$ cat config.mk
export PLATFORM = sky130hd
export DESIGN_NAME = icr_capture_bank
export DESIGN_NICKNAME = d
export VERILOG_FILES = /design/src/icr_pkg.sv /design/src/icr_field_sum.sv /design/src/icr_lane_capture.sv /design/src/icr_capture_bank.sv
export VERILOG_INCLUDE_DIRS = /design/src
export SDC_FILE = /design/constraint.sdc
export NUM_CORES = 1
export LEC_CHECK = 0
export BUFFER_PORTS_ARGS = -buffer_cell sky130_fd_sc_hd__buf_4
export CAP_MARGIN = 0
export CORE_MARGIN = 1
export CORE_UTILIZATION = 55
export CTS_CLUSTER_SIZE = 16
export DETAILED_ROUTE_END_ITERATION = 10
export HOLD_SLACK_MARGIN = 0.08
export PLACE_DENSITY = 0.74
export SYNTH_ARGS = -nofsm -noshare
export SYNTH_HDL_FRONTEND = slang
export SYNTH_SLANG_ARGS = --single-unit
$ cat constraint.sdc
create_clock -name i_clk -period 4.5 [get_ports i_clk]
set_input_delay 0.9 -clock i_clk [delete_from_list [all_inputs] [get_ports i_clk]]
set_output_delay 0.9 -clock i_clk [all_outputs]
set_load 0.05 [all_outputs]
$ cat src/icr_cfg.svh
// Constants for the alignment-sequence configuration capture bank
// Contract
// (RQ1) Lane 0 total bits per sample kept as value minus one in five bits.
// (RQ2) Lane 0 standard version captured into a three-bit read-only field.
// (RQ3) Lane 0 samples per converter per frame kept as count minus one.
// (RQ4) Lane 0 density format kept in one bit, one meaning high density.
// (RQ5) Lane 0 control words per frame captured; zero is the only valid value.
// (RQ6) Both reserved configuration octets of lane 0 kept unchanged, one register each.
// (RQ7) Each lane's received checksum octet latched into its own read-only register.
// (RQ8) Receiver computes its own checksum per lane and shows it read-only.
// (RQ9) Checksum method chosen by bit 6 of the link control register.
// (RQ10) Transmitter uses the same method, so computed and received sums match.
// (RQ11) Each lane identifier kept in five bits, upper three bits read zero. Only lanes 1 to 3 have an identifier register; lane 0's is not readable.
// (RQ12) Fields reset to zero, change only on a new sequence, ignore writes.
`ifndef ICR_CFG_SVH
`define ICR_CFG_SVH

// Register indices; the bus byte address is four times the index
`define ICR_IDX_LINK_CTRL 11'h300
`define ICR_IDX_SUB_BITS 11'h408
`define ICR_IDX_VER_SAMP 11'h409
`define ICR_IDX_DENS_CW 11'h40A
`define ICR_IDX_RES_ONE 11'h40B
`define ICR_IDX_RES_TWO 11'h40C
`define ICR_IDX_L0_RSUM 11'h40D
`define ICR_IDX_L0_CSUM 11'h40E
`define ICR_IDX_L1_ID 11'h412
`define ICR_IDX_L1_RSUM 11'h415
`define ICR_IDX_L1_CSUM 11'h416
`define ICR_IDX_L2_ID 11'h41A
`define ICR_IDX_L2_RSUM 11'h41D
`define ICR_IDX_L2_CSUM 11'h41E
`define ICR_IDX_L3_ID 11'h422
`define ICR_IDX_L3_RSUM 11'h425
`define ICR_IDX_L3_CSUM 11'h426

// Field positions
`define ICR_CTRL_SUM_MODE_BIT 6
`define ICR_RESET_OCTET 8'h00

// Octet positions inside the configuration block of the sequence
`define ICR_OCT_LANE_ID 4'h2
`define ICR_OCT_SUB_BITS 4'h8
`define ICR_OCT_VER_SAMP 4'h9
`define ICR_OCT_DENS_CW 4'hA
`define ICR_OCT_RES_ONE 4'hB
`define ICR_OCT_RES_TWO 4'hC
`define ICR_OCT_CHECKSUM 4'hD

// Number of lanes kept by this bank
`define ICR_LANES 4

`endif

$ cat src/icr_pkg.sv
// Types shared by the configuration capture bank
package icr_pkg;

    // One configuration octet as delivered by the lane receiver
    typedef struct packed {
        logic valid;
        logic first;
        logic [7:0] octet;
    } icr_octet_type;

    // Committed results of one lane's alignment sequence
    typedef struct packed {
        logic seen;
        logic [4:0] lane_id;
        logic [7:0] received_sum;
        logic [7:0] computed_sum;
        logic [7:0] sub_bits;
        logic [7:0] ver_samp;
        logic [7:0] dens_cw;
        logic [7:0] res_one;
        logic [7:0] res_two;
    } icr_lane_type;

    // Collector states
    typedef enum logic [1:0] {
        ICR_IDLE = 2'b01,
        ICR_COLLECT = 2'b10
    } icr_state_type;

endpackage

$ cat src/icr_field_sum.sv
// Sum of the packed parameter fields carried by one configuration octet
`timescale 1ns/1ps
module icr_field_sum
    import icr_pkg::*;
(
    input wire logic [3:0] i_index, // Octet position in the block
    input wire logic [7:0] i_octet, // Octet value
    output logic [7:0] o_part // Field sum of this octet, modulo 256
);
    // Each octet may pack several fields; the field method adds them separately
    always_comb begin
        unique case (i_index)
            4'h1: o_part = {4'h0, i_octet[7:4]} + {4'h0, i_octet[3:0]};
            4'h2: o_part = {7'h00, i_octet[6]} + {7'h00, i_octet[5]} + {3'h0, i_octet[4:0]};
            4'h3: o_part = {7'h00, i_octet[7]} + {3'h0, i_octet[4:0]};
            4'h7: o_part = {6'h00, i_octet[7:6]} + {3'h0, i_octet[4:0]};
            4'h8: o_part = {5'h00, i_octet[7:5]} + {3'h0, i_octet[4:0]};
            4'h9: o_part = {5'h00, i_octet[7:5]} + {3'h0, i_octet[4:0]};
            4'hA: o_part = {7'h00, i_octet[7]} + {3'h0, i_octet[4:0]};
            4'h0, 4'h4, 4'h5, 4'h6, 4'hB, 4'hC: o_part = i_octet;
            default: o_part = 8'h00; // Checksum octet and beyond add nothing
        endcase
    end
endmodule

$ cat src/icr_lane_capture.sv
// Collects one lane's configuration block and commits it when complete
`timescale 1ns/1ps
`include "icr_cfg.svh"
module icr_lane_capture
    import icr_pkg::*;
(
    input wire logic i_clk, // System clock
    input wire logic i_srst, // Synchronous reset, active high
    input wire icr_octet_type i_oct, // Incoming configuration octet
    input wire logic [7:0] i_part, // Field sum of the current octet
    input wire logic i_sum_mode, // Checksum method select
    output logic [3:0] o_index, // Position the next octet will take
    output icr_lane_type o_res // Committed results
);
    icr_state_type state;
    icr_lane_type shadow;
    logic [7:0] octet_sum;
    logic [7:0] field_sum;

    // Position counter; a first-octet marker always restarts the block
    always_ff @(posedge i_clk) begin
        if (i_srst) begin
            state <= ICR_IDLE;
            o_index <= 4'h0;
        end else if (i_oct.valid && i_oct.first) begin
            state <= ICR_COLLECT;
            o_index <= 4'h1;
        end else if (i_oct.valid && state == ICR_COLLECT) begin
            if (o_index == `ICR_OCT_CHECKSUM) begin
                state <= ICR_IDLE;
                o_index <= 4'h0;
            end else begin
                o_index <= o_index + 4'h1;
            end
        end
    end

    // Both running sums are kept so the method may change mid-block
    always_ff @(posedge i_clk) begin
        if (i_srst) begin
            octet_sum <= 8'h00;
            field_sum <= 8'h00;
        end else if (i_oct.valid && i_oct.first) begin
            octet_sum <= i_oct.octet;
            field_sum <= i_part;
        end else if (i_oct.valid && state == ICR_COLLECT && o_index != `ICR_OCT_CHECKSUM) begin
            octet_sum <= octet_sum + i_oct.octet;
            field_sum <= field_sum + i_part;
        end
    end

    // Shadow copies; a broken block never reaches the visible fields
    always_ff @(posedge i_clk) begin
        if (i_srst) begin
            shadow <= '0;
        end else if (i_oct.valid && (i_oct.first || state == ICR_COLLECT)) begin
            unique case (i_oct.first ? 4'h0 : o_index)
                `ICR_OCT_LANE_ID: shadow.lane_id <= i_oct.octet[4:0]; // [RQ11]
                `ICR_OCT_SUB_BITS: shadow.sub_bits <= i_oct.octet; // [RQ1]
                `ICR_OCT_VER_SAMP: shadow.ver_samp <= i_oct.octet; // [RQ2] [RQ3]
                `ICR_OCT_DENS_CW: shadow.dens_cw <= i_oct.octet; // [RQ4] [RQ5]
                `ICR_OCT_RES_ONE: shadow.res_one <= i_oct.octet; // [RQ6]
                `ICR_OCT_RES_TWO: shadow.res_two <= i_oct.octet; // [RQ6]
                default: shadow.seen <= shadow.seen;
            endcase
        end
    end

    // Commit on the checksum octet only
    always_ff @(posedge i_clk) begin
        if (i_srst) begin
            o_res <= '0; // [RQ12]
        end else if (i_oct.valid && !i_oct.first && state == ICR_COLLECT
                     && o_index == `ICR_OCT_CHECKSUM) begin
            o_res <= shadow; // [RQ12]
            o_res.seen <= 1'b1;
            o_res.received_sum <= i_oct.octet; // [RQ7]
            o_res.computed_sum <= i_sum_mode ? octet_sum : field_sum; // [RQ8] [RQ9]
        end
    end
endmodule

$ cat src/icr_capture_bank.sv
// Alignment-sequence configuration capture bank with Avalon-MM register access
//
// Our own choice: register access over Avalon-MM.
`timescale 1ns/1ps
`include "icr_cfg.svh"
module icr_capture_bank
    import icr_pkg::*;
(
    input wire logic i_clk, // System clock, 200 MHz
    input wire logic i_srst, // Synchronous reset, active high
    input wire icr_octet_type [`ICR_LANES-1:0] i_lane_oct, // Octets per lane
    input wire logic [12:0] i_avs_address, // Byte address
    input wire logic i_avs_read, // Read request
    input wire logic i_avs_write, // Write request
    input wire logic [31:0] i_avs_writedata, // Write data
    input wire logic [3:0] i_avs_byteenable, // Byte lanes
    output logic [31:0] o_avs_readdata, // Read data
    output logic o_avs_waitrequest, // Stall while high
    output logic [`ICR_LANES-1:0] o_sum_match // Computed equals received
);
    icr_lane_type [`ICR_LANES-1:0] lane_res;
    logic [`ICR_LANES-1:0][3:0] lane_index;
    logic [`ICR_LANES-1:0][7:0] lane_part;
    logic sum_mode;
    logic [10:0] reg_index;
    logic req;
    logic aligned;
    logic [7:0] next_read;

    // Per-lane collector and field adder
    for (genvar k = 0; k < `ICR_LANES; k++) begin : g_lane
        // A first-octet marker always means position 0, even when it cuts a block short
        icr_field_sum u_field_sum (
            .i_index(i_lane_oct[k].first ? 4'h0 : lane_index[k]),
            .i_octet(i_lane_oct[k].octet),
            .o_part(lane_part[k])
        );
        icr_lane_capture u_capture (
            .i_clk(i_clk),
            .i_srst(i_srst),
            .i_oct(i_lane_oct[k]),
            .i_part(lane_part[k]),
            .i_sum_mode(sum_mode),
            .o_index(lane_index[k]),
            .o_res(lane_res[k])
        );
    end

    assign reg_index = i_avs_address[12:2];
    assign aligned = (i_avs_address[1:0] == 2'b00);
    assign req = (i_avs_read || i_avs_write) && o_avs_waitrequest;

    // Read decode; lane 0 supplies all link-wide parameters
    always_comb begin
        next_read = 8'h00;
        if (aligned) begin
            unique case (reg_index)
                `ICR_IDX_LINK_CTRL: next_read = {1'b0, sum_mode, 6'h00};
                `ICR_IDX_SUB_BITS: next_read = lane_res[0].sub_bits; // [RQ1]
                `ICR_IDX_VER_SAMP: next_read = lane_res[0].ver_samp; // [RQ2] [RQ3]
                `ICR_IDX_DENS_CW: next_read = {lane_res[0].dens_cw[7], 2'b00,
                                               lane_res[0].dens_cw[4:0]}; // [RQ4] [RQ5]
                `ICR_IDX_RES_ONE: next_read = lane_res[0].res_one; // [RQ6]
                `ICR_IDX_RES_TWO: next_read = lane_res[0].res_two; // [RQ6]
                `ICR_IDX_L0_RSUM: next_read = lane_res[0].received_sum; // [RQ7]
                `ICR_IDX_L0_CSUM: next_read = lane_res[0].computed_sum; // [RQ8]
                `ICR_IDX_L1_ID: next_read = {3'h0, lane_res[1].lane_id}; // [RQ11]
                `ICR_IDX_L1_RSUM: next_read = lane_res[1].received_sum; // [RQ7]
                `ICR_IDX_L1_CSUM: next_read = lane_res[1].computed_sum; // [RQ8]
                `ICR_IDX_L2_ID: next_read = {3'h0, lane_res[2].lane_id}; // [RQ11]
                `ICR_IDX_L2_RSUM: next_read = lane_res[2].received_sum; // [RQ7]
                `ICR_IDX_L2_CSUM: next_read = lane_res[2].computed_sum; // [RQ8]
                `ICR_IDX_L3_ID: next_read = {3'h0, lane_res[3].lane_id}; // [RQ11]
                `ICR_IDX_L3_RSUM: next_read = lane_res[3].received_sum; // [RQ7]
                `ICR_IDX_L3_CSUM: next_read = lane_res[3].computed_sum; // [RQ8]
                default: next_read = 8'h00; // Unmapped reads return zero
            endcase
        end
    end

    // One wait state per access keeps the read mux off the bus path
    always_ff @(posedge i_clk) begin
        if (i_srst) begin
            o_avs_waitrequest <= 1'b1;
        end else begin
            o_avs_waitrequest <= !req;
        end
    end

    // Read data registered at the edge that drops waitrequest
    always_ff @(posedge i_clk) begin
        if (i_srst) begin
            o_avs_readdata <= 32'h0000_0000;
        end else if (req && i_avs_read) begin
            o_avs_readdata <= {24'h00_0000, next_read};
        end
    end

    // Only the checksum method bit is writable; capture fields ignore writes
    always_ff @(posedge i_clk) begin
        if (i_srst) begin
            sum_mode <= 1'b0;
        end else if (req && i_avs_write && aligned && i_avs_byteenable[0]
                     && reg_index == `ICR_IDX_LINK_CTRL) begin
            sum_mode <= i_avs_writedata[`ICR_CTRL_SUM_MODE_BIT]; // [RQ9] [RQ12]
        end
    end

    // Per-lane agreement between both checksums, once a block has arrived
    always_ff @(posedge i_clk) begin
        if (i_srst) begin
            o_sum_match <= '0;
        end else begin
            for (int k = 0; k < `ICR_LANES; k++) begin
                o_sum_match[k] <= lane_res[k].seen
                                  && lane_res[k].received_sum == lane_res[k].computed_sum; // [RQ10]
            end
        end
    end
endmodule

==> results of run 1 <==
## synth_stat cells (all sizes together), types with 5 or more instances
master	n	area (um^2)
and3	22	138
a211oi	57	428
nor2b	23	144
a21o	19	143
or3	13	81.3
o21ai	77	389
o21a	6	45.0
inv	61	229
a21oi	196	985
mux2i	106	1060
xnor2	58	508
xor2	34	298
nand4	7	43.8
o21bai	13	97.6
nand2	301	1130
nor4b	7	61.3
and2	23	144
dfxtp	276	5530
nor3b	6	50.1
a22oi	16	120
or2	8	50.1
a21boi	16	120
a221o	14	140
fa	20	400
o41ai	7	61.3
nor2	180	681
nand3b	8	60.1
nand3	50	250
mux2	8	90.1
o22ai	10	62.6
nor3	38	195
o211ai	21	158
a22o	16	140
nand2b	23	144
nor4	10	62.6
a31oi	28	175
a221oi	11	96.3
clkbuf	100	375
buf	48	294
o31ai	11	82.6
o21ba	5	50.1
ha	96	1200
a32oi	6	52.6
## sequential cells by signal (all words and copies together) (netlist names)
register	cells
g_lane.u_capture.field_sum	32
g_lane.u_capture.o_index	16
g_lane.u_capture.o_res	121
g_lane.u_capture.octet_sum	32
g_lane.u_capture.shadow	53
g_lane.u_capture.state	8
o_avs_readdata	8
o_avs_waitrequest	1
o_sum_match	4
sum_mode	1
## worst max-delay path, stage by stage, from the launching register on
cell	delay, ns
dfxtp_1	0.54
nor3_1	0.13
and2_1	0.20
nor2_1	0.14
a22oi_1	0.08
nand2_1	0.08
ha_1	0.16
inv_1	0.05
fa_1	0.47
inv_1	0.05
a221oi_1	0.39
inv_1	0.09
ha_1	0.28
a21oi_1	0.19
o211ai_1	0.23
o41a_1	0.39
and3_1	0.19
o31ai_1	0.21
a31oi_1	0.10
## cell type report
| type | count | area (um^2) |
|---|---|---|
| Inverter | 61 | 229 |
| Antenna cell | 2 | 5.00 |
| Multi-Input combinational cell | 1650 | 10800 |
| Tap cell | 396 | 495 |
| Sequential cell | 276 | 5530 |
| Clock inverter | 8 | 169 |
| Clock buffer | 43 | 861 |
| Fill cell | 2696 | 11600 |
| Timing Repair Buffer | 111 | 850 |
## metal layers
metal | share of wire (%) | vias to the layer above | routed length (um)
met5 | 0 | - | 0
met1 | 45 | 7397 | 20800
li1 | - | 7536 | -
met2 | 47 | 412 | 22000
met4 | 2.9 | 0 | 1330
met3 | 5.1 | 92 | 2380
## cells by family after synthesis
group | share of synthesized area (%)
AOI/OAI and AO/OA | 21.5
xor gates and xnor gates | 4.70
adders and majority gates | 9.35
buffers and inverters | 5.24
DFF | 32.3
muxes | 6.98
other | 0.0219
and+or+nand+nor | 20.0
## worst paths after layout
kind / endpoint / slack [ns] / cells past startpoint
max: g_lane[1].u_capture.field_sum[7]$_SDFFE_PP0P_ / 0.36 / 18
min: g_lane[0].u_capture.o_res[17]$_SDFFE_PP0P_ / 0.44 / 2
max reg2reg: g_lane[1].u_capture.field_sum[7]$_SDFFE_PP0P_ / 0.36 / 18
min reg2reg: g_lane[0].u_capture.o_res[17]$_SDFFE_PP0P_ / 0.44 / 2
## stage by stage
stage | setup WS (ns) | power, mW | utilization (%)
after global placement | 0.0181 | 3.43 | 58.6
after CTS | 0.299 | 6.05 | 61.9
after floorplan | 0.0962 | 3.22 | -
after detailed placement | -0.0922 | 3.46 | 58.6
after global routing | 0.0172 | 6.27 | 61.9
final | 0.356 | 6.03 | 61.9
## where the power goes
group | switching (mW) | internal, mW | total (mW) | leakage [nW]
Combinational | 0.532 | 0.351 | 0.883 | 4.58
Sequential | 0.0483 | 2.49 | 2.54 | 2.24
Clock | 1.00 | 1.60 | 2.60 | 0.503
Total | 1.58 | 4.44 | 6.03 | 7.33
## what timing repair did
| action | CTS | global route |
|---|---|---|
| gates resized for setup | 0 | 2 |
| buffers inserted | 0 | 0 |
| endpoints found under the setup margin | 0 | 2 |
==> flow_metrics.py, run 1 <==
metrics = {
    "clocking": {
        "cts_made_buffers": 30,
        "root_buffer": "clkbuf_16",
        "insertion_delay_ns": 0.56,
        "cts_tree": "done",
        "clock-sinks": 276,
        "clk_path_buf_depth": 3,
        "cts_hold_buffers": 0,
        "htree_levels": 1,
        "clk_pin_slew_ns": 0.06,
    },
    "critical_path": {
        "start_kind": "flop",
        "cp_data_required_time_ns": 4.89,
        "arrival_ns": 4.53,
        "cp-startpoint": "g_lane[1].u_capture.o_index[1]$_SDFFE_PP0P_",
        "crit_type": "flop to flop",
        "crit_fanout": 13,
        "r2r_start": "g_lane[1].u_capture.o_index[1]$_SDFFE_PP0P_",
        "setup.worst_path.end_class": "flop",
    },
    "power_and_ir_drop": {
        "power_density_nw_per_um2": 318,
        "p_leak_nw": 7.33,
        "ir_worst_vdd_uv": 306,
    },
    "floorplan": {
        "initial_core_util_pct": 56.0,
        "num_rows": 64,
        "dieArea_um2": 31900,
        "die_h_um": 178,
        "coreArea_um2": 30600,
        "io_pins": 130,
        "die_w_um": 178,
    },
    "cells_and_area": {
        "layout.cells.most_common_list": "nand2_1 (301), dfxtp_1 (273), a21oi_1 (195)",
        "final_common_cell": "nand2_1",
        "drive_gt1_share_pct": 8.98,
        "nets": 2339,
        "area_delta_synth_final_pct": 10.6,
        "design_area_um2": 18900,
        "stdcell_count": 2547,
    },
    "timing": {
        "setup_viol": 0,
        "relSlewSlack_pct": 25.3,
        "finalHoldViolCount": 0,
        "whs_ns": 0.435,
        "worstMarginPinSlew_ns": 1.11,
        "fin_crit_sh_pct": 92.1,
        "grt_setup_unrepaired": "false",
        "finalSetupTns_ns": 0,
        "final-max-slew-violation-count": 0,
        "clock-skew-final_ns": 0.0255,
        "fin_crit_ns": 4.14,
        "fmax_mhz": 241,
    },
    "min_path": {
        "min_from": "g_lane[0].u_capture.shadow[17]$_SDFFE_PP0P_",
        "hp-class": "flop to flop",
    },
    "routing": {
        "drc": 0,
        "wire_per_inst_um": 18.3,
        "num_vias": 15400,
        "vias_per_cell": 6.06,
        "first_pass_iters": 7,
        "drt_iter0_drc": 1288,
        "routed_wl_um": 46600,
        "ant_nets": 0,
    },
    "yosys": {
        "synth_seq_cells": 276,
        "ys_seq_area_share_pct": 32.3,
        "synth_warnings": 0,
        "postSynthAreaPerCell_um2": 8.11,
        "netlist_area_um2": 17100,
        "postSynthCellCount": 2112,
        "synth-edff-count": 0,
        "synthDistinctLibCells": 87,
        "synth_ff_type": "dfxtp_1",
        "async_reset_ff_share_pct": 0,
    },
    "flow_run": {
        "maxCapViolations": 0,
    },
    "place": {
        "gp_congestion": 0.951,
        "dp_hpwl_um": 33100,
        "place_area_um2": 17900,
        "dp_cells": 2494,
        "port-buffer-count": 71,
    },
    "global_route": {
        "use_met2_pct": 49.4,
        "overflow": 0,
        "grt_max_degree": 143,
        "track_usage_pct": 29.2,
        "use_met1_pct": 38.5,
        "grt_pass1_wl_um": 75000,
        "busiest_layer": "met2",
        "met3_usage_pct": 3.43,
        "grt_pass1_vias": 14600,
        "antenna_found_initial": 0,
    },
    "status": {
        "status": "complete, no violations",
    },
}
Power figures use the tool's default switching activity.
==> run 2: changes to the inputs <==
- CORE_MARGIN: 1 -> 5
- SLEW_MARGIN: not set -> 20
==> run 2 against run 1 <==
Highest routed layer is now met5; power shrank 1.4%; sequential share of layout area is essentially flat; clock power shrank 3%; largest power group is now registers.
==> flow_metrics.py, run 2 (synthesis gave the netlist of run 1 again) <==
metrics = {
    "status": {
        "status": "complete, no violations",
    },
    "place": {
        "gp_congestion": 0.965,
        "dp_hpwl_um": 33500,
        "port-buffer-count": 71,
    },
    "timing": {
        "fin_crit_sh_pct": 91.1,
        "fmax_mhz": 244,
        "grt_setup_unrepaired": "false",
        "finalSetupTns_ns": 0,
        "fin_crit_ns": 4.10,
        "worstMarginPinSlew_ns": 1.11,
        "finalHoldViolCount": 0,
        "relSlewSlack_pct": 25.5,
        "final-max-slew-violation-count": 0,
        "setup_viol": 0,
        "clock-skew-final_ns": 0.0202,
    },
    "clocking": {
        "htree_levels": 1,
        "clk_path_buf_depth": 3,
        "cts_made_buffers": 30,
        "clk_pin_slew_ns": 0.07,
        "root_buffer": "clkbuf_16",
        "cts_setup_buffers": 0,
        "insertion_delay_ns": 0.56,
        "clock-sinks": 276,
        "cts_tree": "done",
    },
    "power_and_ir_drop": {
        "power_density_nw_per_um2": 314,
        "ir_worst_vdd_uv": 282,
        "pwr-share-comb_pct": 14.9,
        "switchingPower_mw": 1.62,
        "intPower_mw": 4.33,
        "power_frac_seq_pct": 42.7,
        "clkPwrFrac_pct": 42.4,
        "swShare_pct": 27.2,
        "p_leak_nw": 7.34,
    },
    "routing": {
        "wire_per_inst_um": 18.5,
        "drt_iter0_drc": 1379,
        "drc": 0,
        "num_vias": 15600,
        "routed_wl_um": 47200,
        "first_pass_iters": 6,
        "ant_nets": 0,
        "vias_per_cell": 6.10,
    },
    "critical_path": {
        "crit_fanout": 12,
        "arrival_ns": 4.52,
        "start_kind": "flop",
        "cp_data_required_time_ns": 4.92,
        "setup.worst_path.end_class": "flop",
        "crit_type": "flop to flop",
    },
    "cells_and_area": {
        "reg_top3": "g_lane.u_capture.o_res x121, g_lane.u_capture.shadow x53",
        "layout.cells.most_common_list": "nand2_1 (301), dfxtp_1 (273), a21oi_1 (195)",
        "top_register": "g_lane.u_capture.o_res",
        "drive_gt1_share_pct": 9.38,
        "diodes": 0,
        "nets": 2341,
        "final_common_cell": "nand2_1",
        "area_delta_synth_final_pct": 10.6,
        "largest_register_ffs": 121,
        "final_core_util_pct": 61.8,
    },
    "global_route": {
        "grt_pass1_wl_um": 76200,
        "grt_max_degree": 103,
        "track_usage_pct": 25.7,
        "grt_pass1_vias": 14800,
        "antenna_found_initial": 1,
        "overflow": 0,
    },
    "floorplan": {
        "die_h_um": 186,
        "num_rows": 64,
        "die_w_um": 186,
        "coreArea_um2": 30700,
        "io_pins": 130,
        "initial_core_util_pct": 55.9,
        "dieArea_um2": 34800,
    },
    "min_path": {
        "hp-class": "flop to flop",
    },
    "flow_run": {
        "maxCapViolations": 0,
    },
}
-- run 2: worst paths after layout --
check / start / to / slack, ns / depth (start not counted)
max reg2reg: g_lane[1].u_capture.o_index[2]$_SDFFE_PP0P_ / g_lane[1].u_capture.field_sum[7]$_SDFFE_PP0P_ / 0.40 / 18
min: o_avs_readdata[5]$_SDFFE_PP0P_ / o_avs_readdata[5]$_SDFFE_PP0P_ / 0.45 / 2
max: g_lane[1].u_capture.o_index[2]$_SDFFE_PP0P_ / g_lane[1].u_capture.field_sum[7]$_SDFFE_PP0P_ / 0.40 / 18
min reg2reg: o_avs_readdata[5]$_SDFFE_PP0P_ / o_avs_readdata[5]$_SDFFE_PP0P_ / 0.45 / 2
-- run 2: metrics by stage --
stage / cell area [um^2] / hold slack [ns] / setup slack (ns) / total power, mW / instances
2_1_floorplan: 17200 / 0.431 / 0.0962 / 3.22 / 2135
3_3_place_gp: 17900 / 0.435 / -0.0241 / 3.43 / 2496
3_5_place_dp: 17900 / 0.444 / -0.119 / 3.46 / 2496
4_1_cts: 18900 / 0.453 / 0.328 / 5.97 / 2549
5_1_grt: 18900 / 0.459 / 0.0767 / 6.18 / 2549
6_report: 18900 / 0.452 / 0.402 / 5.94 / 2549
-- run 2: cell type report --
type                            instances  area, um^2
Clock buffer                           42         886
Clock inverter                         11         126
Fill cell                            2743       11700
Inverter                               61         229
Multi-Input combinational cell       1650       10800
Sequential cell                       276        5530
Tap cell                              396         495
Timing Repair Buffer                  113         865
-- run 2: critical path, cell delays in order (launching register included) --
cell and delay (ns):
dfxtp_1 0.55, nor3_1 0.15, and2_1 0.21, nor2_1 0.14, a22oi_1 0.08, nand2_1 0.08
ha_1 0.16, inv_1 0.05, fa_1 0.47, inv_1 0.04, a221oi_1 0.36, inv_1 0.08
ha_1 0.27, a21oi_1 0.20, o211ai_1 0.21, o41a_1 0.36, and3_1 0.18, o31ai_1 0.24
a31oi_1 0.11
-- run 2: repair_timing --
action | in CTS | in global routing
hold buffers | 0 | 0
gates resized for setup | 0 | 2
setup endpoints to repair | 0 | 2
-- run 2: routing by layer --
metal	wire length, um	track usage [%]	share of wire, %	up-vias
met5	13	0	0.028	-
met4	1400	7.09	3.0	2
met3	2800	3.62	5.9	92
met2	22300	43.7	47	509
met1	20600	34.2	44	7407
li1	-	-	-	7546
-- run 2: power by group through the flow --
stage / logic [mW] / registers [mW] / clock network [mW]
floorplan: 0.648 / 2.58 / 0
global placement: 0.843 / 2.59 / 0
detailed placement: 0.870 / 2.59 / 0
CTS: 0.875 / 2.54 / 2.56
global route: 0.981 / 2.54 / 2.65
finish: 0.883 / 2.54 / 2.52
